<file path="config.mk">
export PLATFORM = sky130hd
export DESIGN_NAME = css_sequencer
export DESIGN_NICKNAME = d
export VERILOG_FILES = /design/src/css_pkg.sv /design/src/css_sequencer.sv /design/src/css_timer.sv
export SDC_FILE = /design/constraint.sdc
export NUM_CORES = 1
export LEC_CHECK = 0
export BUFFER_PORTS_ARGS = -buffer_cell sky130_fd_sc_hd__buf_2
export CORE_MARGIN = 2
export CORE_UTILIZATION = 45
export DETAILED_ROUTE_END_ITERATION = 6
export PLACE_DENSITY = 0.7
export SLEW_MARGIN = 5
export SYNTH_ARGS = -nofsm -noshare
export SYNTH_HDL_FRONTEND = slang
export SYNTH_SLANG_ARGS = --single-unit
export TNS_END_PERCENT = 10
</file>
<file path="constraint.sdc">
create_clock -name clk -period 3.5 [get_ports clk]
set_clock_uncertainty 0.15 [all_clocks]
set_input_delay 0.875 -clock clk [delete_from_list [all_inputs] [get_ports clk]]
set_output_delay 0.875 -clock clk [all_outputs]
set_load 0.02 [all_outputs]
</file>
<file path="src/css_pkg.sv">
// Package of constants and carrier types for the clock source sequencer.
// ==========================================================================
// Overview of operation
// [RQ1] Reset runs core from fast RC 4MHz.
// [RQ2] Backup power: slow RC enabled, valid ~100us.
// [RQ3] Key 0xA5 write selects slow crystal; status shows.
// [RQ4] Key 0x37 main oscillator write starts oscillators.
// [RQ5] Crystal stable flag after startup count expires; not set if a PLL lock is pending when the shared timer ends.
// [RQ6] Main source: RC 4/8/12MHz or bypassable crystal.
// [RQ7] Source select switches to crystal, done flag.
// [RQ8] PLL divides input, multiplies by field plus one.
// [RQ9] PLL write, lock flag after lock time.
// [RQ10] Software sets prescaler before choosing PLL source.
// [RQ11] Each master clock write clears then sets ready.
// [RQ12] Prescaler divides selected clock by two.
// [RQ13] Writes with wrong key are ignored.
// ==========================================================================
package css_pkg;
    // ======================================================================
    // Register map
    localparam logic [7:0] OFF_MAIN_OSC = 8'h00;
    localparam logic [7:0] OFF_PLL_CFG = 8'h04;
    localparam logic [7:0] OFF_MCK = 8'h08;
    localparam logic [7:0] OFF_PM_STATUS = 8'h0c;
    localparam logic [7:0] OFF_SUPPLY_CTRL = 8'h10;
    localparam logic [7:0] OFF_SUPPLY_STATUS = 8'h14;
    localparam logic [7:0] OFF_IRQ_STATUS = 8'h18;
    localparam logic [7:0] OFF_IRQ_MASK = 8'h1c;
    // ======================================================================
    // Fields
    localparam int MOR_RC_EN_BIT = 0;
    localparam int MOR_XT_EN_BIT = 1;
    localparam int MOR_XT_BYPASS_BIT = 2;
    localparam int MOR_RC_FREQ_LSB = 4;
    localparam int MOR_COUNT_LSB = 8;
    localparam int MOR_KEY_LSB = 16;
    localparam int MOR_SEL_BIT = 24;
    localparam logic [7:0] MOR_KEY = 8'h37;
    localparam int SUPPLY_CONTROLLER_XTAL_SEL_BIT = 3;
    localparam int SUPPLY_CONTROLLER_KEY_LSB = 24;
    localparam logic [7:0] SUPPLY_CONTROLLER_KEY = 8'ha5;
    localparam int SUPPLY_STATUS_REGISTER_SLOW_SRC_BIT = 7;
    localparam int SUPPLY_STATUS_REGISTER_SLOW_VALID_BIT = 0;
    localparam int PLL_MUL_LSB = 16;
    localparam int PLL_COUNT_LSB = 8;
    localparam int PLL_DIV_LSB = 0;
    localparam int MCK_CSS_LSB = 0;
    localparam int MCK_PRES_LSB = 4;
    // Status / interrupt bit positions (same layout in both registers).
    localparam int ST_XTAL_STABLE = 0;
    localparam int ST_PLL_LOCKED = 1;
    localparam int ST_MCK_READY = 3;
    localparam int ST_SEL_DONE = 16;
    localparam int ST_RC_READY = 17;
    // ======================================================================
    // Reset values and timing
    localparam logic [31:0] MOR_RESET = 32'h0000_0001;
    localparam logic [31:0] MCK_RESET = 32'h0000_0001;
    localparam logic [1:0] RC_4MHZ = 2'h0;
    localparam int CLK_MHZ = 100;
    localparam int SLOW_VALID_US = 100;
    localparam int SLOW_VALID_CYC = SLOW_VALID_US * CLK_MHZ;
    localparam int STARTUP_UNIT_CYC = 8;
    localparam int SWITCH_CYC = 4;
    typedef enum logic [1:0]
    {
        CSS_SLOW = 2'b00,
        CSS_MAIN = 2'b01,
        CSS_PLL = 2'b10,
        CSS_RSVD = 2'b11
    } css_src_t;
    typedef struct packed
    {
        logic [7:0] paddr;
        logic psel;
        logic penable;
        logic pwrite;
        logic [31:0] pwdata;
    } css_apb_req_t;
    typedef struct packed
    {
        logic [31:0] prdata;
        logic pready;
        logic pslverr;
    } css_apb_rsp_t;
    typedef struct packed
    {
        logic main_rc_osc_enable;
        logic main_xtal_osc_enable;
        logic main_source_select;
        logic [1:0] rc_freq;
        logic slow_xtal_select;
        logic slow_valid;
        logic [1:0] master_src;
        logic prescale_half;
        logic [7:0] pll_multiplier;
        logic [7:0] pll_divider;
    } css_clk_ctrl_t;
endpackage

</file>
<file path="src/css_sequencer.sv">
// Clock source sequencer: oscillator, PLL and master clock control over APB.
`timescale 1ns/100ps
module css_sequencer
(
    input wire logic clk,
    input wire logic sys_rst,
    input wire logic backup_power_good,
    input wire css_pkg::css_apb_req_t apb_req,
    output css_pkg::css_apb_rsp_t apb_rsp,
    output css_pkg::css_clk_ctrl_t clk_ctrl,
    output logic irq
);
    import css_pkg::*;

    // ======================================================================
    // State
    typedef enum logic [2:0]
    {
        SQ_IDLE = 3'b000,
        SQ_XT_START = 3'b001,
        SQ_SEL_SWITCH = 3'b010,
        SQ_PLL_LOCK = 3'b011,
        SQ_MCK_SWITCH = 3'b100
    } css_seq_t;

    typedef struct packed
    {
        logic [31:0] mor;
        logic [31:0] pll;
        logic [31:0] mck;
        logic xtal_stable;
        logic pll_locked;
        logic mck_ready;
        logic sel_done;
        logic slow_xtal;
        logic slow_valid;
        logic [13:0] slow_cnt;
        logic bkp_s1;
        logic bkp_s2;
        logic [31:0] irq_status;
        logic [31:0] irq_mask;
        logic [31:0] prdata;
        logic pready;
        logic pslverr;
        logic [2:0] sw_cnt;
        logic sw_busy;
        logic pll_pending;
    } css_state_t;

    css_state_t st;
    css_state_t next_st;
    logic tmr_start;
    logic [19:0] tmr_count;
    logic tmr_done;
    logic wr_stb;
    logic rd_stb;
    logic [31:0] status_word;
    logic [31:0] events;
    logic [31:0] supply_status_register;

    css_timer u_timer
    (
        .clk(clk),
        .sys_rst(sys_rst),
        .start(tmr_start),
        .count(tmr_count),
        .done(tmr_done)
    );

    // ======================================================================
    // Bus decode
    // Slave answers one cycle into the access phase: one wait state per access.
    assign wr_stb = apb_req.psel && apb_req.penable && apb_req.pwrite && !st.pready;
    assign rd_stb = apb_req.psel && apb_req.penable && !apb_req.pwrite && !st.pready;

    always_comb
    begin
        status_word = '0;
        status_word[ST_XTAL_STABLE] = st.xtal_stable;
        status_word[ST_PLL_LOCKED] = st.pll_locked;
        status_word[ST_MCK_READY] = st.mck_ready;
        status_word[ST_SEL_DONE] = st.sel_done;
        status_word[ST_RC_READY] = st.mor[MOR_RC_EN_BIT];
        supply_status_register = '0;
        supply_status_register[SUPPLY_STATUS_REGISTER_SLOW_SRC_BIT] = st.slow_xtal; // [RQ3]
        supply_status_register[SUPPLY_STATUS_REGISTER_SLOW_VALID_BIT] = st.slow_valid;
    end

    // ======================================================================
    // Sequencing and registers
    always_comb
    begin
        logic mor_key_ok;
        logic supply_controller_key_ok;
        mor_key_ok = 1'b0;
        supply_controller_key_ok = 1'b0;
        next_st = st;
        events = '0;
        tmr_start = 1'b0;
        tmr_count = '0;
        next_st.bkp_s1 = backup_power_good;
        next_st.bkp_s2 = st.bkp_s1;
        next_st.pready = 1'b0;
        next_st.pslverr = 1'b0;

        // Slow RC runs as soon as backup power is seen; valid after its start time.
        if (!st.bkp_s2)
        begin
            next_st.slow_cnt = '0;
            next_st.slow_valid = 1'b0;
            next_st.slow_xtal = 1'b0;
        end
        else if (!st.slow_valid)
        begin
            if (st.slow_cnt == 14'(SLOW_VALID_CYC - 1))
                next_st.slow_valid = 1'b1; // [RQ2]
            else
                next_st.slow_cnt = st.slow_cnt + 14'h1;
        end

        // Oscillator startup counter expires: crystal is stable.
        // While a PLL lock is pending, the timer's done event goes to the PLL lock, not the crystal.
        if (tmr_done && !st.pll_pending)
        begin
            next_st.xtal_stable = 1'b1; // [RQ5]
            events[ST_XTAL_STABLE] = 1'b1;
        end
        if (tmr_done && st.pll_pending)
        begin
            next_st.pll_pending = 1'b0;
            next_st.pll_locked = 1'b1; // [RQ9]
            events[ST_PLL_LOCKED] = 1'b1;
        end

        // Short fixed-length glitch-free switch for source and master clock.
        if (st.sw_busy)
        begin
            if (st.sw_cnt == 3'(SWITCH_CYC - 1))
            begin
                next_st.sw_busy = 1'b0;
                next_st.sw_cnt = '0;
                if (st.mor[MOR_SEL_BIT] && !st.sel_done)
                begin
                    next_st.sel_done = 1'b1; // [RQ7]
                    events[ST_SEL_DONE] = 1'b1;
                end
                if (!st.mck_ready)
                begin
                    next_st.mck_ready = 1'b1; // [RQ11]
                    events[ST_MCK_READY] = 1'b1;
                end
            end
            else
                next_st.sw_cnt = st.sw_cnt + 3'h1;
        end

        next_st.prdata = '0;
        if (rd_stb || wr_stb)
            next_st.pready = 1'b1;
        if (rd_stb)
        begin
            unique case (apb_req.paddr)
                OFF_MAIN_OSC: next_st.prdata = st.mor & 32'h01ff_ff37;
                OFF_PLL_CFG: next_st.prdata = st.pll;
                OFF_MCK: next_st.prdata = st.mck;
                OFF_PM_STATUS: next_st.prdata = status_word;
                OFF_SUPPLY_STATUS: next_st.prdata = supply_status_register;
                OFF_IRQ_STATUS: next_st.prdata = st.irq_status;
                OFF_IRQ_MASK: next_st.prdata = st.irq_mask;
                OFF_SUPPLY_CTRL: next_st.prdata = '0;
                default: next_st.pslverr = 1'b1;
            endcase
        end

        if (wr_stb)
        begin
            mor_key_ok = apb_req.pwdata[MOR_KEY_LSB +: 8] == MOR_KEY;
            supply_controller_key_ok = apb_req.pwdata[SUPPLY_CONTROLLER_KEY_LSB +: 8] == SUPPLY_CONTROLLER_KEY;
            unique case (apb_req.paddr)
                OFF_MAIN_OSC:
                begin
                    if (mor_key_ok) // [RQ13]
                    begin
                        next_st.mor = apb_req.pwdata; // [RQ4]
                        if (apb_req.pwdata[MOR_XT_EN_BIT] && !st.mor[MOR_XT_EN_BIT])
                        begin
                            next_st.xtal_stable = 1'b0;
                            tmr_start = 1'b1;
                            tmr_count = 20'(apb_req.pwdata[MOR_COUNT_LSB +: 8]) * 20'(STARTUP_UNIT_CYC);
                        end
                        if (!apb_req.pwdata[MOR_XT_EN_BIT])
                            next_st.xtal_stable = 1'b0;
                        if (apb_req.pwdata[MOR_SEL_BIT] != st.mor[MOR_SEL_BIT])
                        begin
                            next_st.sel_done = 1'b0;
                            next_st.sw_busy = 1'b1;
                            next_st.sw_cnt = '0;
                        end
                    end
                end
                OFF_PLL_CFG:
                begin
                    next_st.pll = apb_req.pwdata;
                    next_st.pll_locked = 1'b0;
                    next_st.pll_pending = apb_req.pwdata[PLL_MUL_LSB +: 8] != 8'h0;
                    tmr_start = apb_req.pwdata[PLL_MUL_LSB +: 8] != 8'h0;
                    tmr_count = 20'(apb_req.pwdata[PLL_COUNT_LSB +: 6]) * 20'(STARTUP_UNIT_CYC);
                end
                OFF_MCK:
                begin
                    next_st.mck = apb_req.pwdata;
                    next_st.mck_ready = 1'b0; // [RQ11]
                    next_st.sw_busy = 1'b1;
                    next_st.sw_cnt = '0;
                end
                OFF_SUPPLY_CTRL:
                begin
                    if (supply_controller_key_ok && apb_req.pwdata[SUPPLY_CONTROLLER_XTAL_SEL_BIT]) // [RQ13]
                        next_st.slow_xtal = st.bkp_s2; // [RQ3]
                end
                OFF_IRQ_STATUS: next_st.irq_status = st.irq_status & ~apb_req.pwdata;
                OFF_IRQ_MASK: next_st.irq_mask = apb_req.pwdata;
                OFF_PM_STATUS, OFF_SUPPLY_STATUS: ;
                default: next_st.pslverr = 1'b1;
            endcase
        end
        // Set wins over a simultaneous write-one clear.
        next_st.irq_status = next_st.irq_status | events;
    end

    always_ff @(posedge clk)
    begin
        if (sys_rst)
        begin
            st <= '0;
            st.mor <= MOR_RESET; // [RQ1]
            st.mck <= MCK_RESET;
            st.mck_ready <= 1'b1;
        end
        else
            st <= next_st;
    end

    // ======================================================================
    // Outputs
    assign apb_rsp.prdata = st.prdata;
    assign apb_rsp.pready = st.pready;
    assign apb_rsp.pslverr = st.pslverr;
    assign irq = |(st.irq_status & st.irq_mask);

    always_comb
    begin
        clk_ctrl.main_rc_osc_enable = st.mor[MOR_RC_EN_BIT];
        clk_ctrl.main_xtal_osc_enable = st.mor[MOR_XT_EN_BIT] | st.mor[MOR_XT_BYPASS_BIT]; // [RQ6]
        clk_ctrl.main_source_select = st.sel_done; // [RQ7]
        clk_ctrl.rc_freq = st.mor[MOR_RC_FREQ_LSB +: 2]; // [RQ6]
        clk_ctrl.slow_xtal_select = st.slow_xtal;
        clk_ctrl.slow_valid = st.slow_valid;
        // Source follows the MCK register at once, before ready is set; prescaler is already applied. [RQ10]
        clk_ctrl.master_src = st.mck[MCK_CSS_LSB +: 2];
        clk_ctrl.prescale_half = st.mck[MCK_PRES_LSB]; // [RQ12]
        clk_ctrl.pll_multiplier = st.pll[PLL_MUL_LSB +: 8] + 8'h1; // [RQ8]
        clk_ctrl.pll_divider = st.pll[PLL_DIV_LSB +: 8]; // [RQ8]
    end
endmodule

</file>
<file path="src/css_timer.sv">
// Down counter that signals done after a programmed number of cycles.
`timescale 1ns/100ps
module css_timer
    import css_pkg::*;
(
    input wire logic clk,
    input wire logic sys_rst,
    input wire logic start,
    input wire logic [19:0] count,
    output logic done
);
    typedef struct packed
    {
        logic [19:0] cnt;
        logic busy;
        logic done;
    } css_tmr_state_t;
    css_tmr_state_t st;
    css_tmr_state_t next_st;

    always_comb
    begin
        next_st = st;
        next_st.done = 1'b0;
        if (start)
        begin
            next_st.cnt = (count == 20'h0) ? 20'h1 : count;
            next_st.busy = 1'b1;
        end
        else if (st.busy)
        begin
            if (st.cnt == 20'h1)
            begin
                next_st.busy = 1'b0;
                next_st.done = 1'b1;
            end
            next_st.cnt = st.cnt - 20'h1;
        end
    end

    always_ff @(posedge clk)
    begin
        if (sys_rst)
            st <= '0;
        else
            st <= next_st;
    end

    assign done = st.done;
endmodule

</file>
After elaboration in Yosys (flattened, before gate mapping)
Index checks and enable logic that the tools add are counted.
{ "word_totals": {"word_cells": 138, "mem_count": 0, "input_bits": 46, "ff_bits": 243, "mem_bits_ro": 0, "ramBits": 0, "latch_bits": 0} }
{ "op_classes": {"n_div": 0, "addsub": 4, "muxes": 58, "shifts": 0, "multipliers": 0, "reduce_logical": 30, "order_cmp": 0, "eq_ne": 13, "n_bitwise": 10} }
{ "op_table": {"columns": ["cell", "n"], "rows": [
  ["one-hot mux 32 bit (7 select lines)", 1],
  ["AND 32 bit", 2],
  ["2-to-1 mux 32 bit", 2],
  ["2-to-1 mux 64 bit", 1],
  ["2-to-1 mux 11 bit", 4],
  ["2-to-1 mux 1 bit", 34],
  ["== test 8 x 5 -> 1 bit (second input constant)", 4],
  ["NOT 32 bit", 1],
  ["bitwise OR 32 x 17 -> 32 bit", 1],
  ["OR reduction 32 bit", 1],
  ["2-to-1 mux 22 bit", 1],
  ["one-hot mux 11 bit (2 select lines)", 1],
  ["2-to-1 mux 21 bit", 1],
  ["== test 20 x 1 -> 1 bit (second input constant)", 1],
  ["logical NOT 20 bit", 1],
  ["subtractor 20 x 1 -> 20 bit (second input constant)", 1],
  ["== test 8 x 4 -> 1 bit (second input constant)", 2],
  ["2-to-1 mux 15 bit", 1],
  ["adder 14 x 1 -> 14 bit (second input constant)", 1],
  ["== test 14 bit (second input constant)", 1],
  ["2-to-1 mux 14 bit", 1],
  ["2-to-1 mux 4 bit", 3],
  ["logical AND 1 bit", 10],
  ["adder 8 x 1 -> 8 bit (second input constant)", 1],
  ["24 further kinds", 38]
]} }

Depth between registers and ports, before layout
Gate-level depths: netlist of the first run.
{ "logic_depth": {"word_depth": 9, "mapped_depth": 8} }

Modules after synthesis
From an unflattened synthesis of the first run, not the netlist that was laid out.
{ "hier_totals": {"hier_cells": 1260, "area_unflattened_um2": 10845.4} }
{ "by_module_without_submodules": {"columns": ["mod", "cells_each", "n_inst", "seq_area_each_um2", "area_each_um2"], "rows": [
  ["css_sequencer", 1110, 1, 4224.1, 9589.2],
  ["css_timer", 150, 1, 440.4, 1256.2]
]} }

Least setup slack after synthesis of the first run
Ideal clock, no wire load.
{ "synth_timing": {"path_type": "input to register", "from": "input port apb_req[40] (netlist name)", "to": "register st[72] (netlist name)", "setup_slack_ns": 0.900, "n_path_buf": 2, "stages": 7, "t_arrival_ns": 2.322, "required_time_ns": 3.222, "cell_sequence": "or4b_1 buf_2 nor4_4 buf_2 nand2_1 a22oi_1 nor2_1"} }
{ "synth_between": {"elab_chain_len": 4} }
{ "synth_rtl": {"columns": ["item", "line", "text"], "rows": [
  ["from (decl)", "css_sequencer.sv:8", "input wire css_pkg::css_apb_req_t apb_req,"],
  ["== test 8 x 5 -> 1 bit", "css_sequencer.sv:179", "unique case (apb_req.paddr)"],
  ["2-to-1 mux 32 bit", "css_sequencer.sv:179", null],
  ["2-to-1 mux 64 bit", "css_sequencer.sv:175", "if (wr_stb)"],
  ["bitwise OR 32 x 17 -> 32 bit", "css_sequencer.sv:228", "next_st.irq_status = next_st.irq_status | events;"],
  ["to (signal assigned)", "css_sequencer.sv:241", "st <= next_st;"],
  ["to (decl)", "css_sequencer.sv:50", "css_state_t st;"]
]} }
Every way passes these cells.
A chain may end at the register's enable or synchronous reset.

Final worst setup path of the first run
{ "layout_timing": {"from": "register st[76] (netlist name)", "to": "output port irq"} }
{ "layout_between": {"elab_chain_len": 2} }
{ "layout_rtl": {"columns": ["item", "line", "text"], "rows": [
  ["AND 32 bit", "css_sequencer.sv:249", "assign irq = |(st.irq_status & st.irq_mask);"],
  ["OR reduction 32 bit", "css_sequencer.sv:249", null],
  ["to (decl)", "css_sequencer.sv:11", "output logic irq"]
]} }
Every way passes these cells.

==> results of run 1 <==
-- registers in the layout (all words and copies together) (netlist names) --
name / flops
u_timer.done: 1
u_timer.st: 21
next_st: 1
st: 159
clk_ctrl: 17
apb_rsp: 34
-- layout make-up --
type | count | area (um2)
fill | 2048 | 10500
sequential | 233 | 4660
inverter | 9 | 33.8
clock buffer | 35 | 723
tap | 280 | 350
clock inverter | 11 | 160
timing repair buffer | 139 | 793
multi-input combinational | 802 | 4530
-- power breakdown --
part	internal, mW	leakage [nW]	total, mW	switching, mW
registers	2.65	1.88	2.66	0.00178
clock network	1.68	0.430	2.80	1.12
logic	0.0433	1.73	0.158	0.114
-- worst max-delay path, cell delays in order (launching register included) --
cell	delay [ns]
dfxtp_1	0.36
a22o_1	0.25
a221oi_1	0.29
nand3_1	0.13
or4_1	0.54
buf_2	0.19
-- worst paths after layout --
kind | from | endpoint | slack (ns) | depth (start not counted)
setup / recovery | st[76] | irq | 0.18 | 5
hold / removal | st[138] | st[138] | 0.30 | 2
setup reg to reg | st[109] | st[118] | 1.23 | 5
hold reg to reg | st[138] | st[138] | 0.30 | 2
-- stage by stage --
stage,setup slack [ns],hold WS [ns],util (%)
CTS,0.182,0.304,51.7
global route,0.145,0.318,51.7
floorplan,0.900,0.264,-
finish,0.183,0.303,51.7
global placement,0.145,0.278,47.7
detailed placement,0.157,0.296,47.7
-- cells by family (layout without fill, tap and decap cells) --
kind of cell,count (synthesis),count (layout),share of synthesized area (%)
and+or+nand+nor,474,474,23.0
muxes,6,6,0.603
DFF,233,233,46.8
xor gates and xnor gates,32,32,2.81
adders and majority gates,5,5,0.628
buffers and inverters,136,194,8.12
AOI/OAI and AO/OA,285,285,18.0
-- cells in the mapped netlist, types with 5 or more instances --
cell and count:
inv_1 9, a22oi_1 37, clkbuf_1 45, xnor2_1 20, or4_1 7, nand2b_1 32, nand2_1 261, mux2i_1 6
a211oi_1 7, a222oi_1 29, nor3_1 18, o21ai_0 6, nand4_1 7, buf_2 18, buf_4 54, or3_1 6
nor2_1 63, nor2b_1 7, nor4_1 7, a21oi_1 181, ha_1 5, buf_6 5, nor3b_1 5, nand3_1 14
nand3b_1 6, dfxtp_1 233, xor2_1 12
-- placed cells by master (no fill, tap or decap), drive strengths merged, types with 9 or more instances in the layout --
cell type	count
a211oi	9
a21oi	181
a222oi	29
a22oi	38
buf	139
clkbuf	35
dfxtp	233
inv	11
nand2	261
nand2b	33
nand3	14
nor2	66
nor3	21
nor4	13
xnor2	20
xor2	12
-- per-layer routing --
| layer | wire [um] | part of all wire (%) |
|---|---|---|
| met2 | 12700 | 45 |
| met3 | 2210 | 7.9 |
| met4 | 855 | 3.0 |
| met5 | 11 | 0.039 |
| met1 | 12300 | 44 |
==> run summary, run 1 <==
DR WL/cell = 18.6 um
Initial Utilization = 45.8%
Sink Count = 233
crit path capture type = output pin
Site Rows = 54
post-synthesis sequential area ratio = 46.8%
Area Growth Syn to Fin = 12.9%
maximum root-to-sink buffer count = 3
Max FO, Critical Path = 3
H-tree depth = 1
M1 GR Usage = 31.8%
gpl congestion = 0.893
GR Util met3 = 4.11%
Via density = 5.75
Final Total Pwr = 5.61 mW
Hold Path Class = reg -> reg
top cells by area, synth = dfxtp_1, nand2_1, a21oi_1, buf_4, a222oi_1
final setup violation count = 0
Clock transition at path regs = 0.06 ns
total global-route track usage = 23.3%
TNS Setup = 0 ns
First-pass DRT Iterations = 7
max_slew headroom = 38.3%
number of global-route vias before repair = 8035
Design Area, Final = 0.0113 mm2
Antenna Cells = 0
final hold violation count = 0
# Post-CTS Setup Buffers = 0
Syn Nets = 1222
Top FF cell, synth = dfxtp_1
Antenna Nets Post-Route = 0
Avg Cell Area, Syn = 8.51 um2
GR Overflow Total = 0
Syn. warnings = 0
final worst path period share = 94.8%
initial DRC count = 966
# DRC = 0
Post-CTS Resized = 0
RSZ-0062 raised after global routing = no
status = finished clean
CTS tree = yes
CTS Hold Bufs = 0
IO Pins = 107
clock latency on the worst-skew pair = 0.54 ns
global-route wire length before repair = 44.4 mm
port bufs = 106
Leak = 4.04 nW
Slew @ Worst Pin = 0.925 ns
Power Density = 499 mW/mm2
core area = 0.0218 mm2
maximum number of pins on one net before global-route repair = 94
share of cells above drive strength 1 = 17.3%
Mapped Area = 0.00997 mm2
Die Area = 0.0234 mm2
Synth top area share = 46.8%
Yosys reg bits = 233
Syn Inst Count = 1171
Finished Layout Cells = 1509
DRT Wirelength = 28.1 mm
number of CTS-inserted buffers = 25
area leader, netlist = dfxtp_1
die width = 153 um
Crit Path Class = reg -> out
WP data arrival = 2.29 ns
Yosys cell types = 70
asr flop ratio synth = 0%
max_cap viols = 0
maximum vdd drop = 0.000336 V
Post-synth EDFFs = 0
crit path launch type = flip-flop
maximum clock rate = 301 MHz
total number of vias = 8674
global route hottest layer = met2
Critical Path RT = 2.47 ns
DPL Wire Length = 19.0 mm
Die Span Y = 153 um
placed cell areas = 0.0104 mm2
DP Cell Count = 1463
root buffer cell = clkbuf_16
final layout net count = 1261
initial antenna violation count = 1
routing usage on met2 = 37.5%
Period minus WS final = 3.32 ns
Pins Over Slew Limit = 0
Note: power is estimated with default switching activity, not from simulation.
==> run 2, diff against run 1 <==
--- a/config.mk
+++ b/config.mk
@@ -5,6 +5,7 @@
 export SDC_FILE = /design/constraint.sdc
 export NUM_CORES = 1
 export LEC_CHECK = 0
+export ABC_AREA = 1
 export BUFFER_PORTS_ARGS = -buffer_cell sky130_fd_sc_hd__buf_2
 export CORE_MARGIN = 2
 export CORE_UTILIZATION = 45
==> run 2 against run 1 <==
  * Sequential cell count unchanged
  * Setup slack better by 0.36 ns
  * First-iteration DRC count down 14%
  * Non-clock buffer count down 13
  * Die area up 6.0%
  * Cell area up 5.3%
  * Worst hold slack worse by 0.049 ns
  * Highest routed layer is now met4
  * Sequential share of layout area down 2.1 points
  * Total power down 0.58%
  * Via count up 9.7%
  * Synthesized area up 6.1%
  * Utilization down 0.76 points
==> run summary, run 2 <==
global-route wire length before repair = 45.6 mm (was 44.4 mm)
post-synthesis compound-gate area fraction = 17.9% (was 18.0%)
PnR worst setup slack = 0.543 ns (was 0.183 ns)
RSZ-0062 raised after global routing = no (unchanged)
largest family of logic cells by synthesized area = simple AND/OR/NAND/NOR gates (unchanged)
Via density = 5.25 (was 5.75)
Setup WS pre-CTS = 0.659 ns (was 0.157 ns)
final worst path period share = 84.5% (was 94.8%)
DRT Wirelength = 29.1 mm (was 28.1 mm)
crit path capture type = output pin (unchanged)
Power Density = 471 mW/mm2 (was 499 mW/mm2)
Die Span Y = 157 um (was 153 um)
Slew @ Worst Pin = 0.681 ns (was 0.925 ns)
Clock transition at path regs = 0.06 ns (about the same)
max FFs per register = 159 (unchanged)
# Post-CTS Setup Buffers = 0 (unchanged)
most frequent cells after synthesis = nand2_1, dfxtp_1, nor2_1, inv_1, a21oi_1 (was nand2_1, dfxtp_1, a21oi_1, nor2_1, buf_4)
Post-Synth Simple-Gate Area = 22.8% (was 23.0%)
Max FO, Critical Path = 3 (unchanged)
number of global-route vias before repair = 8642 (was 8035)
total global-route track usage = 23.3% (about the same)
placed cell areas = 0.0110 mm2 (was 0.0104 mm2)
initial DRC count = 827 (was 966)
final layout net count = 1524 (was 1261)
status = finished clean (unchanged)
max_slew headroom = 54.5% (was 38.3%)
Hold Path Class = reg -> reg (unchanged)
initial antenna violation count = 0 (was 1)
maximum root-to-sink buffer count = 3 (unchanged)
Top FF cell, synth = dfxtp_1 (unchanged)
R2R Setup Slk = 1.15 ns (was 1.23 ns)
IO Pins = 107 (unchanged)
Syn Nets = 1484 (was 1222)
port bufs = 106 (unchanged)
Antenna Cells = 0 (unchanged)
Post-Synth Adder-Cell Area = 0.591% (was 0.628%)
Syn. warnings = 0 (unchanged)
Initial Utilization = 45.5% (was 45.8%)
Die Area = 0.0248 mm2 (was 0.0234 mm2)
DR WL/cell = 16.1 um (was 18.6 um)
Avg Cell Area, Syn = 7.38 um2 (was 8.51 um2)
Synth top area share = 44.1% (was 46.8%)
asr flop ratio synth = 0% (unchanged)
WP data arrival = 1.93 ns (was 2.29 ns)
maximum number of pins on one net before global-route repair = 48 (was 94)
worst hold path depth = 2 (unchanged)
TNS Setup = 0 ns (unchanged)
H-tree depth = 1 (unchanged)
Syn Inst Count = 1433 (was 1171)
Biggest register = st (unchanged)
Area Growth Syn to Fin = 12.1% (was 12.9%)
DPL Wire Length = 20.0 mm (was 19.0 mm)
Sink Count = 233 (unchanged)
area leader, netlist = dfxtp_1 (unchanged)
gpl congestion = 0.854 (was 0.893)
total number of vias = 9519 (was 8674)
filler instances = 2264 (was 2048)
final hold violation count = 0 (unchanged)
Period minus WS final = 2.96 ns (was 3.32 ns)
max_cap viols = 0 (unchanged)
cells on worst reg2reg path = 8 (was 5)
Worst Setup EP = irq (unchanged)
root buffer cell = clkbuf_16 (unchanged)
worst reg2reg startpoint = st[105] (was st[109])
Pins Over Slew Limit = 0 (unchanged)
Critical Path RT = 2.47 ns (about the same)
CTS tree = yes (unchanged)
mux cell area share after synthesis = 0% (was 0.603%)
share of cells above drive strength 1 = 14.7% (was 17.3%)
Crit Path Class = reg -> out (unchanged)
Crit. Startpoint = st[47] (was st[76])
Post-Synth XOR/XNOR Area = 1.74% (was 2.81%)
CTS Hold Bufs = 0 (unchanged)
clock latency on the worst-skew pair = 0.53 ns (was 0.54 ns)
final setup violation count = 0 (unchanged)
die width = 157 um (was 153 um)
Design Area, Final = 0.0119 mm2 (was 0.0113 mm2)
Post-CTS Resized = 0 (unchanged)
top cells by area, synth = dfxtp_1, nand2_1, nor2_1, a21oi_1, inv_1 (was dfxtp_1, nand2_1, a21oi_1, buf_4, a222oi_1)
Yosys reg bits = 233 (unchanged)
number of CTS-inserted buffers = 26 (was 25)
First-pass DRT Iterations = 5 (was 7)
# DRC = 0 (unchanged)
core area = 0.0233 mm2 (was 0.0218 mm2)
maximum clock rate = 338 MHz (was 301 MHz)
Mapped Area = 0.0106 mm2 (was 0.00997 mm2)
top-count cell post-synth = nand2_1 (unchanged)
GR Overflow Total = 0 (unchanged)
Site Rows = 56 (was 54)
crit path launch type = flip-flop (unchanged)
Antenna Nets Post-Route = 0 (unchanged)
most common cell after layout, fill and taps aside = nand2_1 (unchanged)
Post-synth EDFFs = 0 (unchanged)
Leak = 4.90 nW (was 4.04 nW)
most frequent cells in the layout = nand2_1, dfxtp_1, nor2_1, inv_1, a21oi_1 (was nand2_1, dfxtp_1, a21oi_1, buf_2, nor2_1)
Reg2Reg Capture Point = st[106] (was st[118])
maximum vdd drop = 0.000273 V (was 0.000336 V)
Yosys cell types = 43 (was 70)
post-synthesis sequential area ratio = 44.1% (was 46.8%)
-- run 2: changes by cell type in the layout (fill, tap and decap cells not counted), moves of 29 or more --
cell      delta
a21oi_1     -50
a222oi_1    -29
a22oi_1     -36
inv_1      +154
nand2b_1    -32
nand3_1     +49
nor2_1     +116
o21ai_0    +115
-- run 2: worst min-delay path by stage --
| stage | from | slack, ns | endpoint |
|---|---|---|---|
| after global placement | next_st[103] | 0.24 | st[103] |
| final | next_st[103] | 0.25 | st[103] |
| after CTS | next_st[103] | 0.26 | st[103] |
| after floorplan | next_st[103] | 0.24 | st[103] |
| after global routing | next_st[103] | 0.31 | st[103] |
| after detailed placement | next_st[103] | 0.25 | st[103] |
-- run 2: where the power goes --
part / switching, mW / internal, mW
combinational: 0.124 / 0.0446
clock: 1.11 / 1.64
sequential: 0.00148 / 2.66
total: 1.24 / 4.34
-- run 2: critical path, stage by stage (launching register included) --
cell     delay (ns)
dfxtp_1        0.29
inv_1          0.09
o22ai_1        0.11
nor4_1         0.51
nand4_1        0.19
buf_2          0.21
-- run 2: cell type report --
| class | count | area [um2] | area share, % |
|---|---|---|---|
| clock inverters | 11 | 113 | 0.950 |
| repair buffers | 126 | 706 | 5.95 |
| inverters | 177 | 667 | 5.62 |
| flip-flops and latches | 233 | 4660 | 39.3 |
| multi-input cells | 909 | 4560 | 38.4 |
| clock buffers | 37 | 753 | 6.35 |
| well taps | 319 | 399 | 3.37 |
-- run 2: per-stage QoR --
stage | utilization, % | hold WS, ns | std cells | total power, mW
global route | 51.0 | 0.306 | 1812 | 5.73
CTS | 51.0 | 0.257 | 1812 | 5.60
finish | 51.0 | 0.254 | 1812 | 5.58
global placement | 47.3 | 0.241 | 1764 | 2.88
floorplan | - | 0.238 | 1433 | 2.80
detailed placement | 47.3 | 0.247 | 1764 | 2.88
-- run 2: metal layers --
layer	share of wire, %	up-vias	track usage (%)	wire, um
met4	2.9	0	7.36	837
met2	44	368	36.8	12800
li1	-	4708	-	-
met5	0	-	0	0
met1	45	4382	33.0	13000
met3	8.5	61	2.75	2480
-- run 2: cell families (layout without fill, tap and decap cells) --
logic type,count (synthesis),in the layout
DFF,233,233
AOI/OAI and AO/OA,338,338
buffers and inverters,291,351
and+or+nand+nor,545,545
xor gates and xnor gates,21,21
adders and majority gates,5,5
==> run 3, diff against run 2 <==
--- a/config.mk
+++ b/config.mk
@@ -10,7 +10,7 @@
 export CORE_MARGIN = 2
 export CORE_UTILIZATION = 45
 export DETAILED_ROUTE_END_ITERATION = 6
-export PLACE_DENSITY = 0.7
+export PLACE_DENSITY = 0.72
 export SLEW_MARGIN = 5
 export SYNTH_ARGS = -nofsm -noshare
 export SYNTH_HDL_FRONTEND = slang
==> constraint.sdc (replaced) <==
create_clock -name clk -period 2.7 [get_ports clk]
set_clock_uncertainty 0.15 [all_clocks]
set_input_delay 0.675 -clock clk [delete_from_list [all_inputs] [get_ports clk]]
set_output_delay 0.675 -clock clk [all_outputs]
set_load 0.02 [all_outputs]
==> run 3 against run 2 <==
  * The run now ends with negative setup slack left
  * Via count increased by 0.68%
  * Routed wire length increased by 1.2%
  * Global-route usage increased by 0.24 points
  * Combinational power increased by 32%
  * Die area unchanged
  * First-iteration DRC count increased by 14%
  * Cell area increased by 0.18%
==> run summary, run 3 (synthesis gave the netlist of run 2 again) <==
Max FO, Critical Path = 3 (unchanged)
Combinational Power Share = 3.1% (was 3.0%)
Period minus WS final = 2.71 ns
initial antenna violation count = 0 (unchanged)
WP data arrival = 1.88 ns (was 1.93 ns)
max FFs per register = 159 (unchanged)
Reg power frac = 48.5% (was 47.6%)
final setup violation count = 1 (was 0)
First-pass DRT Iterations = 5 (unchanged)
global-route wire length before repair = 45.8 mm (was 45.6 mm)
most common cell after layout, fill and taps aside = nand2_1 (unchanged)
maximum root-to-sink buffer count = 3 (unchanged)
root buffer cell = clkbuf_16 (unchanged)
clock latency on the worst-skew pair = 0.52 ns (was 0.53 ns)
WHS = 0.217 ns (was 0.254 ns)
Crit. Startpoint = st[87] (was st[47])
failing checks = negative setup slack
GR Overflow Total = 0 (unchanged)
Area Growth Syn to Fin = 12.3% (was 12.1%)
Via density = 5.29 (was 5.25)
NetSw = 1.54 mW (was 1.24 mW)
RSZ-0062 raised after global routing = yes (was no)
CTS Hold Bufs = 0 (unchanged)
Final Util = 51.1% (was 51.0%)
crit path capture type = output pin (unchanged)
Antenna Nets Post-Route = 0 (unchanged)
final hold violation count = 0 (unchanged)
Initial Utilization = 45.5% (unchanged)
Internal = 5.55 mW (was 4.34 mW)
Die Span Y = 157 um (unchanged)
Crit Path Class = reg -> out (unchanged)
total global-route track usage = 23.5% (was 23.3%)
final worst path period share = 100%
number of CTS-inserted buffers = 25 (was 26)
crit path launch type = flip-flop (unchanged)
Hold Path Class = in -> reg (was reg -> reg)
Sink Count = 233 (unchanged)
Final Total Pwr = 7.09 mW (was 5.58 mW)
DR WL/cell = 16.2 um (was 16.1 um)
hold path startpoint = backup_power_good (was next_st[103])
Slew @ Worst Pin = 0.553 ns (was 0.681 ns)
die width = 157 um (unchanged)
maximum number of pins on one net before global-route repair = 54 (was 48)
status = finished, violations left (was finished clean)
Clock power frac = 48.3% (was 49.4%)
Leak = 4.92 nW (was 4.90 nW)
R2R Setup Slk = 0.78 ns (was 1.15 ns)
IO Pins = 107 (unchanged)
core area = 0.0233 mm2 (unchanged)
CTS tree = yes (unchanged)
maximum vdd drop = 0.000331 V (was 0.000273 V)
DRT Wirelength = 29.4 mm (was 29.1 mm)
Site Rows = 56 (unchanged)
share of cells above drive strength 1 = 15.0% (was 14.7%)
gpl congestion = 0.862 (was 0.854)
Antenna Cells = 0 (unchanged)
port bufs = 106 (unchanged)
total number of vias = 9584 (was 9519)
number of global-route vias before repair = 8650 (was 8642)
maximum clock rate = 369 MHz
DPL Wire Length = 20.4 mm (was 20.0 mm)
H-tree depth = 1 (unchanged)
worst reg2reg startpoint = apb_rsp[1] (was st[105])
initial DRC count = 944 (was 827)
max_cap viols = 0 (unchanged)
Biggest register = st (unchanged)
Pins Over Slew Limit = 0 (unchanged)
PnR worst setup slack = -0.00796 ns (was 0.543 ns)
max_slew headroom = 63.1% (was 54.5%)
Power Density = 597 mW/mm2 (was 471 mW/mm2)
# Post-CTS Setup Buffers = 0 (unchanged)
Clock transition at path regs = 0.06 ns (about the same)
switching share of power = 21.7% (was 22.2%)
most frequent cells in the layout = nand2_1, dfxtp_1, nor2_1, inv_1, a21oi_1 (unchanged)
Critical Path RT = 1.88 ns (was 2.47 ns)
Die Area = 0.0248 mm2 (unchanged)
# DRC = 0 (unchanged)
final layout net count = 1528 (was 1524)
==> run 3: changes by cell type in the layout (fill, tap and decap cells not counted), moves of 2 or more <==
cell	change
buf_4	+6
clkinv_2	-4
clkbuf_16	-2
clkbuf_8	+2
nor4_1	-2
==> run 3: per-stage QoR <==
step	worst slack [ns]	setup TNS, ns	cells	cell area, um2
detailed placement	0.328	0	1769	11000
CTS	0.0352	0	1812	11900
global placement	0.340	0	1769	11000
global route	-0.0108	-0.0108	1812	11900
finish	-0.00796	-0.00796	1812	11900
floorplan	0.707	0	1433	10600
==> run 3: layout make-up <==
class / instances / area, um2
Sequential cell: 233 / 4670
Tap cell: 319 / 399
Multi-Input combinational cell: 909 / 4590
Clock inverter: 6 / 85.1
Clock buffer: 37 / 731
Inverter: 177 / 667
Fill cell: 2270 / 11400
Timing Repair Buffer: 131 / 746
==> run 3: final timing paths <==
| path | endpoint | cells past startpoint |
|---|---|---|
| hold reg to reg | st[103] | 2 |
| setup / recovery | irq | 5 |
| setup reg to reg | st[2] | 7 |
| hold / removal | next_st[103] | 3 |
==> run 3: power groups by stage <==
stage / combinational (mW) / sequential (mW) / clock, mW
2_1_floorplan: 0.113 / 3.52 / 0
4_1_cts: 0.219 / 3.44 / 3.48
5_1_grt: 0.243 / 3.44 / 3.64
3_5_place_dp: 0.218 / 3.52 / 0
3_3_place_gp: 0.217 / 3.52 / 0
6_report: 0.223 / 3.44 / 3.43
==> run 3: routing by layer <==
layer,up-vias,part of all wire [%],track usage (%)
met5,-,0,0
met4,0,2.3,6.88
met3,54,9.0,4.05
met2,411,44,37.0
met1,4411,44,33.0
li1,4708,-,-
==> run 3: what timing repair did <==
action	in CTS	in global routing
setup endpoints to repair	1	2
gates resized for setup	7	1
pin swaps	5	0
==> run 3: critical path, cell delays in order, from the launching register on <==
cell,delay (ns)
dfxtp_1,0.33
nand2_1,0.10
o21ai_1,0.11
nor4_2,0.43
nand4_1,0.20
buf_4,0.20
